[config.mk]
export PLATFORM = sky130hd
export DESIGN_NAME = ehc_top
export DESIGN_NICKNAME = d
export VERILOG_FILES = /design/src/rtl/ehc_pkg.sv /design/src/rtl/ehc_byte_if.sv /design/src/rtl/ehc_shifter.sv /design/src/rtl/ehc_top.sv
export SDC_FILE = /design/constraint.sdc
export NUM_CORES = 1
export LEC_CHECK = 0
export BUFFER_PORTS_ARGS = -buffer_cell sky130_fd_sc_hd__buf_2
export CAP_MARGIN = 25
export CORE_MARGIN = 2
export CORE_UTILIZATION = 40
export CTS_CLUSTER_DIAMETER = 80
export DETAILED_ROUTE_END_ITERATION = 8
export PLACE_DENSITY = 0.58
export SYNTH_ARGS = -nofsm -noshare
export SYNTH_HDL_FRONTEND = slang
export SYNTH_SLANG_ARGS = --single-unit
[constraint.sdc]
create_clock -name clk -period 4.53 [get_ports clk]
set_input_delay 0.906 -clock clk [delete_from_list [all_inputs] [get_ports clk]]
set_output_delay 0.906 -clock clk [all_outputs]
set_load 0.005 [all_outputs]
[src/rtl/ehc_pkg.sv]
// Purpose: shared constants for the serial command port
// Assumes: 20 MHz core clock, byte-wide command codes
// Notes: command codes double as register offsets
package ehc_pkg;
    localparam logic [7:0] CMD_GATE_DRV_OUT = 8'h01;
    localparam logic [7:0] CMD_GATE_LEVEL = 8'h03;
    localparam logic [7:0] CMD_SOURCE_LEVEL = 8'h04;
    // values after reset
    localparam logic [7:0] SRC_HI1_RESET = 8'h41;
    localparam logic [7:0] SRC_HI2_RESET = 8'ha8;
    localparam logic [7:0] SRC_LO_RESET = 8'h32;
    localparam logic [23:0] GATE_OUT_RESET = 24'h000000;
    localparam logic [7:0] GATE_LEVEL_RESET = 8'h00;
    // field positions, word lengths and counter reset values
    localparam int SRC_LO_MSB = 7;
    localparam int BYTE_BITS = 8;
    localparam int WORD3_BITS = 9;
    localparam logic [1:0] PARAM_IDX_RESET = 2'h0;
    localparam logic [3:0] BIT_CNT_RESET = 4'h0;
    typedef enum logic [1:0] {
        EHC_ST_IDLE = 2'b00,
        EHC_ST_PARAMS = 2'b01,
        EHC_ST_IGNORE = 2'b10
    } ehc_state_t;
endpackage

[src/rtl/ehc_byte_if.sv]
// Purpose: carries received bytes from the deserialiser to the decoder
// Assumes: one clock domain
// Notes: valid is a one-cycle pulse
`timescale 1ns/1ps
`default_nettype none
interface ehc_byte_if;
    logic valid;
    logic is_data;
    logic [7:0] data;
    modport src (output valid, output is_data, output data);
    modport dst (input valid, input is_data, input data);
endinterface
`default_nettype wire

[src/rtl/ehc_shifter.sv]
// Purpose: serial deserialiser for 3-line and 4-line framing
// Assumes: pins already synchronised by the caller
// Notes: sampling is on a detected rising serial clock edge
`timescale 1ns/1ps
`default_nettype none
module ehc_shifter (
    // clock and control
    input wire logic clk,
    input wire logic resetn,
    input wire logic clk_en,
    // synchronised pins
    input wire logic cs_n,
    input wire logic sclk,
    input wire logic sdata,
    input wire logic dc,
    input wire logic three_line,
    // received bytes
    ehc_byte_if.src out
);
    import ehc_pkg::*;
    logic sclk_d, next_sclk_d;
    logic [8:0] shreg, next_shreg;
    logic [3:0] bitcnt, next_bitcnt;
    logic next_valid, next_is_data;
    logic [7:0] next_data;
    logic [3:0] word_len;
    logic rise;

    assign word_len = three_line ? 4'(WORD3_BITS) : 4'(BYTE_BITS);
    assign rise = sclk & ~sclk_d;

    // shift msb first; cs high clears the partial word
    always_comb begin
        next_sclk_d = sclk;
        next_shreg = shreg;
        next_bitcnt = bitcnt;
        next_valid = 1'b0;
        next_is_data = out.is_data;
        next_data = out.data;
        if (cs_n) begin
            next_bitcnt = BIT_CNT_RESET;
        end else if (rise) begin
            next_shreg = {shreg[7:0], sdata};
            if (bitcnt == word_len - 4'h1) begin
                next_bitcnt = BIT_CNT_RESET;
                next_valid = 1'b1;
                next_data = {shreg[6:0], sdata};
                // 3-line: first bit carries data/command flag
                next_is_data = three_line ? shreg[7] : dc;
            end else begin
                next_bitcnt = bitcnt + 4'h1;
            end
        end
    end

    always_ff @(posedge clk) begin
        if (!resetn) begin
            sclk_d <= 1'b0;
            shreg <= 9'h000;
            bitcnt <= BIT_CNT_RESET;
            out.valid <= 1'b0;
            out.is_data <= 1'b0;
            out.data <= 8'h00;
        end else if (clk_en) begin
            sclk_d <= next_sclk_d;
            shreg <= next_shreg;
            bitcnt <= next_bitcnt;
            out.valid <= next_valid;
            out.is_data <= next_is_data;
            out.data <= next_data;
        end
    end
endmodule
`default_nettype wire

[src/rtl/ehc_top.sv]
// Purpose: host serial command port capturing drive level settings
// Assumes: host keeps pin timing slow against the 20 MHz core clock
// Notes: waveform and sensor engines sit outside; they report activity
//        on two level inputs that are echoed on busy a clock later
// Operation
// chip select low enables transfers; high makes the port ignore the bus
// data/command line high marks parameter bytes, low marks commands
// hardware reset input is active low and resets the logic
// host sends nothing while busy is high
// busy is high during waveform output and temperature sensor traffic
// strap low selects 4-line framing, high selects 9-bit 3-line framing
// command 04 takes three bytes: high level one, two, low level
// first source parameter resets to 41h, 15V
// second source parameter resets to A8h, 5V
// third source parameter resets to 32h, -15V
// low level code keeps its top bit at zero
// parameters fill fields in arrival order until next command
// 4-line bytes shift msb first, sampled on rising serial clock

`timescale 1ns/1ps
`default_nettype none
module ehc_top (
    // clock and reset
    input wire logic clk,
    input wire logic resetn,
    input wire logic clk_en,
    // host pins
    input wire logic hw_reset_n,
    input wire logic cs_n,
    input wire logic dc_sel,
    input wire logic sclk,
    input wire logic sdata,
    input wire logic serial_width_strap,
    // activity from display engines
    input wire logic waveform_active,
    input wire logic temp_sensor_active,
    // outputs
    output logic busy,
    output logic [7:0] source_high_level_one,
    output logic [7:0] source_high_level_two,
    output logic [7:0] source_low_level,
    output logic [23:0] gate_driver_output_setup,
    output logic [7:0] gate_high_level_select
);
    import ehc_pkg::*;
    // two-stage synchronisers for every host pin
    logic [5:0] sync1, sync2;
    logic [5:0] next_sync1, next_sync2;
    // pin values after the second stage
    logic hw_reset_sync_n, cs_sync_n, dc_sync;
    logic sclk_sync, sdata_sync, strap_sync;
    logic srst_n;
    ehc_byte_if rx ();
    ehc_state_t state, next_state;
    logic [7:0] cmd, next_cmd;
    logic [1:0] pidx, next_pidx;
    logic [7:0] next_hi1, next_hi2, next_lo, next_gl;
    logic [23:0] next_go;
    logic next_busy;

    // commands whose parameter bytes are kept; others are skipped
    function automatic logic known_cmd(input logic [7:0] code);
        unique case (code)
            CMD_SOURCE_LEVEL, CMD_GATE_DRV_OUT,
            CMD_GATE_LEVEL: known_cmd = 1'b1;
            default: known_cmd = 1'b0;
        endcase
    endfunction

    // index of the final parameter byte of a kept command
    function automatic logic [1:0] last_index(input logic [7:0] code);
        unique case (code)
            CMD_GATE_LEVEL: last_index = 2'h0;
            default: last_index = 2'h2;
        endcase
    endfunction

    // pin order: reset, cs, dc, sclk, sdata, strap
    always_comb begin
        next_sync1 = {serial_width_strap, sdata, sclk, dc_sel, cs_n,
                      hw_reset_n};
        next_sync2 = sync1;
    end

    // idle levels: select and host reset high, the rest low
    always_ff @(posedge clk) begin
        if (!resetn) begin
            sync1 <= 6'h03;
            sync2 <= 6'h03;
        end else if (clk_en) begin
            sync1 <= next_sync1;
            sync2 <= next_sync2;
        end
    end

    // only the second stage is read; the first may still be settling
    assign hw_reset_sync_n = sync2[0];
    assign cs_sync_n = sync2[1];
    assign dc_sync = sync2[2];
    assign sclk_sync = sync2[3];
    assign sdata_sync = sync2[4];
    assign strap_sync = sync2[5];

    // either reset source clears the port
    assign srst_n = resetn & hw_reset_sync_n;

    // deserialiser sees the pins only after both stages
    ehc_shifter u_shift (
        .clk(clk),
        .resetn(srst_n),
        .clk_en(clk_en),
        .cs_n(cs_sync_n),
        .sclk(sclk_sync),
        .sdata(sdata_sync),
        .dc(dc_sync),
        .three_line(strap_sync),
        .out(rx)
    );

    // command tracking: a command opens a run, its last byte closes it
    always_comb begin
        next_state = state;
        next_cmd = cmd;
        next_pidx = pidx;
        if (rx.valid && !rx.is_data) begin
            next_cmd = rx.data;
            // a run restarts at index zero on every command
            next_pidx = PARAM_IDX_RESET;
            // unknown codes park the decoder until the next command
            if (known_cmd(rx.data)) begin
                next_state = EHC_ST_PARAMS;
            end else begin
                next_state = EHC_ST_IGNORE;
            end
        end else if (rx.valid && state == EHC_ST_PARAMS) begin
            next_pidx = pidx + 2'h1;
            // extra bytes after the final one are dropped
            if (pidx == last_index(cmd)) begin
                next_state = EHC_ST_IGNORE;
            end
        end
    end

    // fields: each data byte of a run lands by its arrival index
    always_comb begin
        next_hi1 = source_high_level_one;
        next_hi2 = source_high_level_two;
        next_lo = source_low_level;
        next_go = gate_driver_output_setup;
        next_gl = gate_high_level_select;
        if (rx.valid && rx.is_data && state == EHC_ST_PARAMS) begin
            unique case (cmd)
                CMD_SOURCE_LEVEL: begin
                    unique case (pidx)
                        2'h0: next_hi1 = rx.data;
                        2'h1: next_hi2 = rx.data;
                        default: begin
                            // top bit forced clear; sign is implied
                            next_lo = {1'b0, rx.data[SRC_LO_MSB-1:0]};
                        end
                    endcase
                end
                // gate outputs arrive low byte first
                CMD_GATE_DRV_OUT: begin
                    unique case (pidx)
                        2'h0: next_go[7:0] = rx.data;
                        2'h1: next_go[15:8] = rx.data;
                        default: next_go[23:16] = rx.data;
                    endcase
                end
                // only the gate level code is left; it takes one byte
                default: next_gl = rx.data;
            endcase
        end
    end

    // busy is a registered echo of engine activity; host must wait
    always_comb begin
        next_busy = waveform_active | temp_sensor_active;
    end

    // command tracking state
    always_ff @(posedge clk) begin
        if (!srst_n) begin
            state <= EHC_ST_IDLE;
            cmd <= 8'h00;
            pidx <= PARAM_IDX_RESET;
        end else if (clk_en) begin
            state <= next_state;
            cmd <= next_cmd;
            pidx <= next_pidx;
        end
    end

    // captured fields; reset values are the power-on levels
    always_ff @(posedge clk) begin
        if (!srst_n) begin
            source_high_level_one <= SRC_HI1_RESET;
            source_high_level_two <= SRC_HI2_RESET;
            source_low_level <= SRC_LO_RESET;
            gate_driver_output_setup <= GATE_OUT_RESET;
            gate_high_level_select <= GATE_LEVEL_RESET;
        end else if (clk_en) begin
            source_high_level_one <= next_hi1;
            source_high_level_two <= next_hi2;
            source_low_level <= next_lo;
            gate_driver_output_setup <= next_go;
            gate_high_level_select <= next_gl;
        end
    end

    // busy restarts low on either reset, then follows the engines
    always_ff @(posedge clk) begin
        if (!srst_n) begin
            busy <= 1'b0;
        end else if (clk_en) begin
            busy <= next_busy;
        end
    end
endmodule
`default_nettype wire

# After elaboration in Yosys (flattened, before gate mapping)
# Cells that the tools add are included.
totals:
  reg_bits: 103
  latch_bits: 0
  ram_bits: 0
  mem_bits_ro: 0
  input_bits: 11
  out_inout_bits: 57
  wordCells: 83
  mem_count: 0
op_classes:
  n_addsub: 3
  n_mul: 0
  div: 0
  order_cmp: 0
  n_eq_ne: 10
  shift: 0
  muxes: 19
  bitwise_logic: 7
  n_reduce_logical: 25
op_table:
  columns: ["operator", "n"]
  rows:
  - ["$reduce_and 4->1", 7]
  - ["$mux 2", 9]
  - ["$eq 8x1->1 const B", 2]
  - ["$eq 8x2->1 const B", 2]
  - ["$eq 8x3->1 const B", 2]
  - ["$mux 4", 3]
  - ["$reduce_and 3->1", 3]
  - ["$mux 1", 7]
  - ["$reduce_and 2->1", 3]
  - ["$reduce_bool 2->1", 3]
  - ["$add 4x1->4 const B", 1]
  - ["$eq 2x1->1 const B", 2]
  - ["$eq 4x4->1", 1]
  - ["$logic_and 1x1->1", 4]
  - ["$not 1->1", 4]
  - ["$reduce_or 2->1", 2]
  - ["$sub 4x1->4 const B", 1]
  - ["$reduce_or 3->1", 1]
  - ["$add 2x1->2 const B", 1]
  - ["$and 1x1->1", 2]
  - ["$eq 2x2->1", 1]
  - ["$logic_not 2->1", 1]
  - ["$logic_not 1->1", 1]
  - ["$or 1x1->1", 1]

# Depth between registers and ports, before layout
logic_depth:
  depth_word: 8
  depth_mapped: 6
  depth_no_buf: 5

# Hierarchy
# From an unflattened synthesis, not the netlist that was laid out.
unflattened:
  hier_cells: 419
  hier_area_um2: 4209.0
modules_own_cells:
  columns: ["mod", "instances", "cells_each", "area_per_inst_um2", "seq_area_each_um2"]
  rows:
  - ["ehc_top", 1, 314, 3203.1, 1601.5]
  - ["ehc_shifter", 1, 105, 1006.0, 460.4]

# Worst setup path after synthesis
# No wires, ideal clock.
synth_timing:
  kind: "input-to-reg"
  start: "input port resetn"
  end: "register busy"
  setup_ps: 70
  arrival_time_ps: 1950
  slack_ps: 2510
  cell_stages: 6
  path_buffers: 3
  path_cell_list: "and2_1 clkbuf_1 clkbuf_1 clkbuf_1 o21ai_0 a21oi_1"
synth_via:
  elab_chain_cells: 1
synth_rtl:
  columns: ["item", "line_no", "text"]
  rows:
  - ["from (decl)", "ehc_top.sv:25", "input wire logic resetn,"]
  - ["$and 1x1->1", "ehc_top.sv:105", "assign srst_n = resetn & hw_reset_sync_n;"]
  - ["to (signal assigned)", "ehc_top.sv:217", "busy <= next_busy;"]
  - ["to (decl)", "ehc_top.sv:38", "output logic busy,"]
# Every way passes these cells.
# A chain may end at the register's enable or synchronous reset.

# Worst setup path in the final report
layout_timing:
  start: "input port clk_en"
  end: "register u_shift.out.data[4]"
layout_via:
  elab_chain_cells: 1
layout_rtl:
  columns: ["item", "line_no", "text"]
  rows:
  - ["from (decl)", "ehc_top.sv:26", "input wire logic clk_en,"]
  - ["$reduce_and 4->1 (no source line)", null, null]
  - ["to (signal assigned)", "ehc_shifter.sv:70", "out.data <= next_data;"]
  - ["to (decl)", "ehc_byte_if.sv:10", "modport src (output valid, output is_data, output data);"]
# Every way passes these cells.

==> results.cfg <==
[outcome]
status = finished, final reports clean

[yosys]
synth.avg_cell_area_sq_um = 9.92
yosysSeqAreaShare = 0.503
ys.flop_type = dfxtp_1
synth-async-reset-ratio = 0
syn_nets = 427
synth_edf_count = 0
yosysWarnings = 0
syn_inst = 413
netlist_area_sq_um = 4100
synth_seq_cells = 103
synthDistinctLibCells = 44

[sta]
grt_setup_unrepaired = false
finalSetupViolations = 0
final.period_utilization = 0.540
timing.setup.tns_ps = 0
max_freq_mhz = 409
slew_viol_final = 0
fin_skew_ps = 12.0
maxSlewHeadroom = 0.576
final.min_clock_period_ps = 2450
finalHoldViolCount = 0
tightest_slew_ps = 635

[global_routing]
antenna_found_initial = 0
grt_max_degree = 30
track_usage = 0.161
grt_pass1_wl_mm = 14.4
grt_pass1_vias = 2834
overflow = 0

[layout]
diodes = 0
syn2layout_area_growth_pct = 15.9
n_fill_cell = 956
drive_gt1_frac = 0.203
num-nets-final = 488

[power]
power.density_nw_per_um2 = 332
leakage_uw = 0.00230
finalPower_uw = 1580
peakVddDrop_uv = 212

[worst_hold_path]
min_to = gate_driver_output_setup[23]
hold_class = reg2reg
worstHoldPathCells = 2
hp-start = gate_driver_output_setup[23]

[routing]
drc = 0
ant_nets = 0
drtIter0Drc = 133
drtPass1Iterations = 4
post_drt_wl_per_cell_um = 14.3
via_per_inst = 4.86
routed_wl_mm = 8.74
vias = 2967

[run]
maxCapViolCount = 0

[placed_design]
dp_hpwl_mm = 6.20
gp_congestion = 0.734
io_buffers = 66

[clocking]
htree_levels = 3
clk_path_buf_depth = 2
root_buffer = clkbuf_8
cts_made_buffers = 9
clock_insertion_delay_worst_skew_ps = 360
cts_tree = built
post_cts_resized = 0
clk_pin_slew_ps = 90
cts_hold_buf = 0
clock_sinks = 103
post_cts_buffers = 0

[setup_path]
required_ps = 4810
r2r_slack_ps = 2570
r2r-start = cmd[5]
critical_path_class = in2reg
crit_arrival_ps = 2720
crit_path_end_kind = flip-flop
critPathLaunchType = input port
ff2ff_path_depth = 4
crit_fanout = 22
r2r-end = gate_driver_output_setup[18]

[floorplan]
fp.dieH_um = 105
rows = 36
die_x_um = 105
floorplan.initialDensity = 0.415
die-area_sq_um = 11100
core-area_sq_um = 9860
io_pins = 68
report_power, final:
part / switching, uW / total, uW / internal [uW] / leakage [uW]
Sequential: 3.67 / 914 / 911 / 0.000832
Clock: 306 / 616 / 310 / 0.000103
Combinational: 31.6 / 47.4 / 15.8 / 0.00137
worst max-delay path, stage by stage:
cell	delay [ps]
buf_2	410
nand4bb_1	480
nor2_2	650
mux2i_1	270
registers in the layout (all words and copies together) (netlist names):
name	count
pidx	2
u_shift.out.valid	1
state	2
u_shift.out.data	8
busy	1
sync2	6
u_shift.out.is_data	1
source_high_level_two	8
u_shift.shreg	8
next_sync2	6
source_low_level	7
gate_high_level_select	8
source_high_level_one	8
u_shift.bitcnt	4
gate_driver_output_setup	24
cmd	8
u_shift.sclk_d	1
cell families (layout without fill, tap and decap cells):
group                    Yosys count  in the layout  synth area share
XOR/XNOR                           1              1           0.00214
AND/OR/NAND/NOR                  168            168             0.205
adder cells (fa/ha/maj)            3              3           0.00916
buffers and inverters             23             88            0.0223
multiplexers                      88             88             0.215
flip-flops                       103            103             0.503
other                              1              1          0.000915
AO/OA/AOI/OAI                     26             26            0.0421
cells in the final DEF, fill, tap and decap left out, types with 3 or more instances in the layout:
master and count:
o21ai_0 3, a21oi_1 12, nand2_1 89, nand4b_1 3, a211oi_1 3, inv_1 4, buf_2 66, buf_4 3
dfxtp_1 103, nand2_4 6, ha_1 3, clkbuf_8 9, nor2b_1 11, mux2i_1 87, nand3b_1 3, nor4b_1 3
nor2_1 34
cell usage after synthesis, types with 2 or more instances:
| cell | count | share of area |
|---|---|---|
| inv_1 | 4 | 0.0037 |
| nor4_4 | 2 | 0.010 |
| dfxtp_1 | 103 | 0.50 |
| nand3b_1 | 3 | 0.0055 |
| nand2b_1 | 2 | 0.0031 |
| nor2b_1 | 11 | 0.017 |
| clkbuf_1 | 16 | 0.015 |
| ha_1 | 3 | 0.0092 |
| a211oi_1 | 3 | 0.0055 |
| nand2_1 | 89 | 0.082 |
| a22oi_1 | 2 | 0.0037 |
| o21ai_0 | 3 | 0.0037 |
| nor2_1 | 34 | 0.031 |
| a21oi_1 | 12 | 0.015 |
| mux2i_1 | 87 | 0.21 |
| nand2_4 | 6 | 0.016 |
| nor4b_1 | 3 | 0.0064 |
| nand4b_1 | 3 | 0.0064 |
| nor3_1 | 2 | 0.0024 |
cell type report:
class | count | area, sq um | share of cell area
flip-flops and latches | 103 | 2060 | 0.434
multi-input cells | 287 | 1950 | 0.410
repair buffers | 69 | 353 | 0.0743
well taps | 133 | 166 | 0.0350
clock buffers | 10 | 128 | 0.0269
clock inverters | 5 | 81.3 | 0.0171
inverters | 4 | 15.0 | 0.00316
per-layer routing:
metal / global-route usage / wire (um) / vias up
met4: 0.0429 / 80 / 0
met2: 0.255 / 4080 / 56
met3: 0.0322 / 343 / 7
li1: - / - / 1512
met1: 0.224 / 4240 / 1392
met5: 0 / 0 / -
metrics by stage:
step | worst slack (ps) | cells | hold slack [ps] | instance area [sq um] | utilization
6_report | 2080 | 611 | 462 | 4750 | 0.482
3_5_place_dp | 1720 | 596 | 449 | 4540 | 0.460
5_1_grt | 1890 | 611 | 483 | 4750 | 0.482
4_1_cts | 2070 | 611 | 465 | 4750 | 0.482
3_3_place_gp | 1780 | 596 | 442 | 4540 | 0.460
2_1_floorplan | 2510 | 413 | 433 | 4100 | -
how the worst max path moves through the flow:
| stage | from | end | slack [ps] | cells past startpoint |
|---|---|---|---|---|
| after floorplan | resetn | busy | 2510 | 6 |
| after global placement | clk_en | u_shift.out.data[0] | 1780 | 4 |
| after detailed placement | clk_en | u_shift.out.data[4] | 1720 | 4 |
| after CTS | clk_en | u_shift.out.data[4] | 2070 | 4 |
| after global routing | clk_en | u_shift.out.data[0] | 1890 | 4 |
| final | clk_en | u_shift.out.data[4] | 2080 | 4 |
No activity file was read; power rests on OpenSTA's default activity.
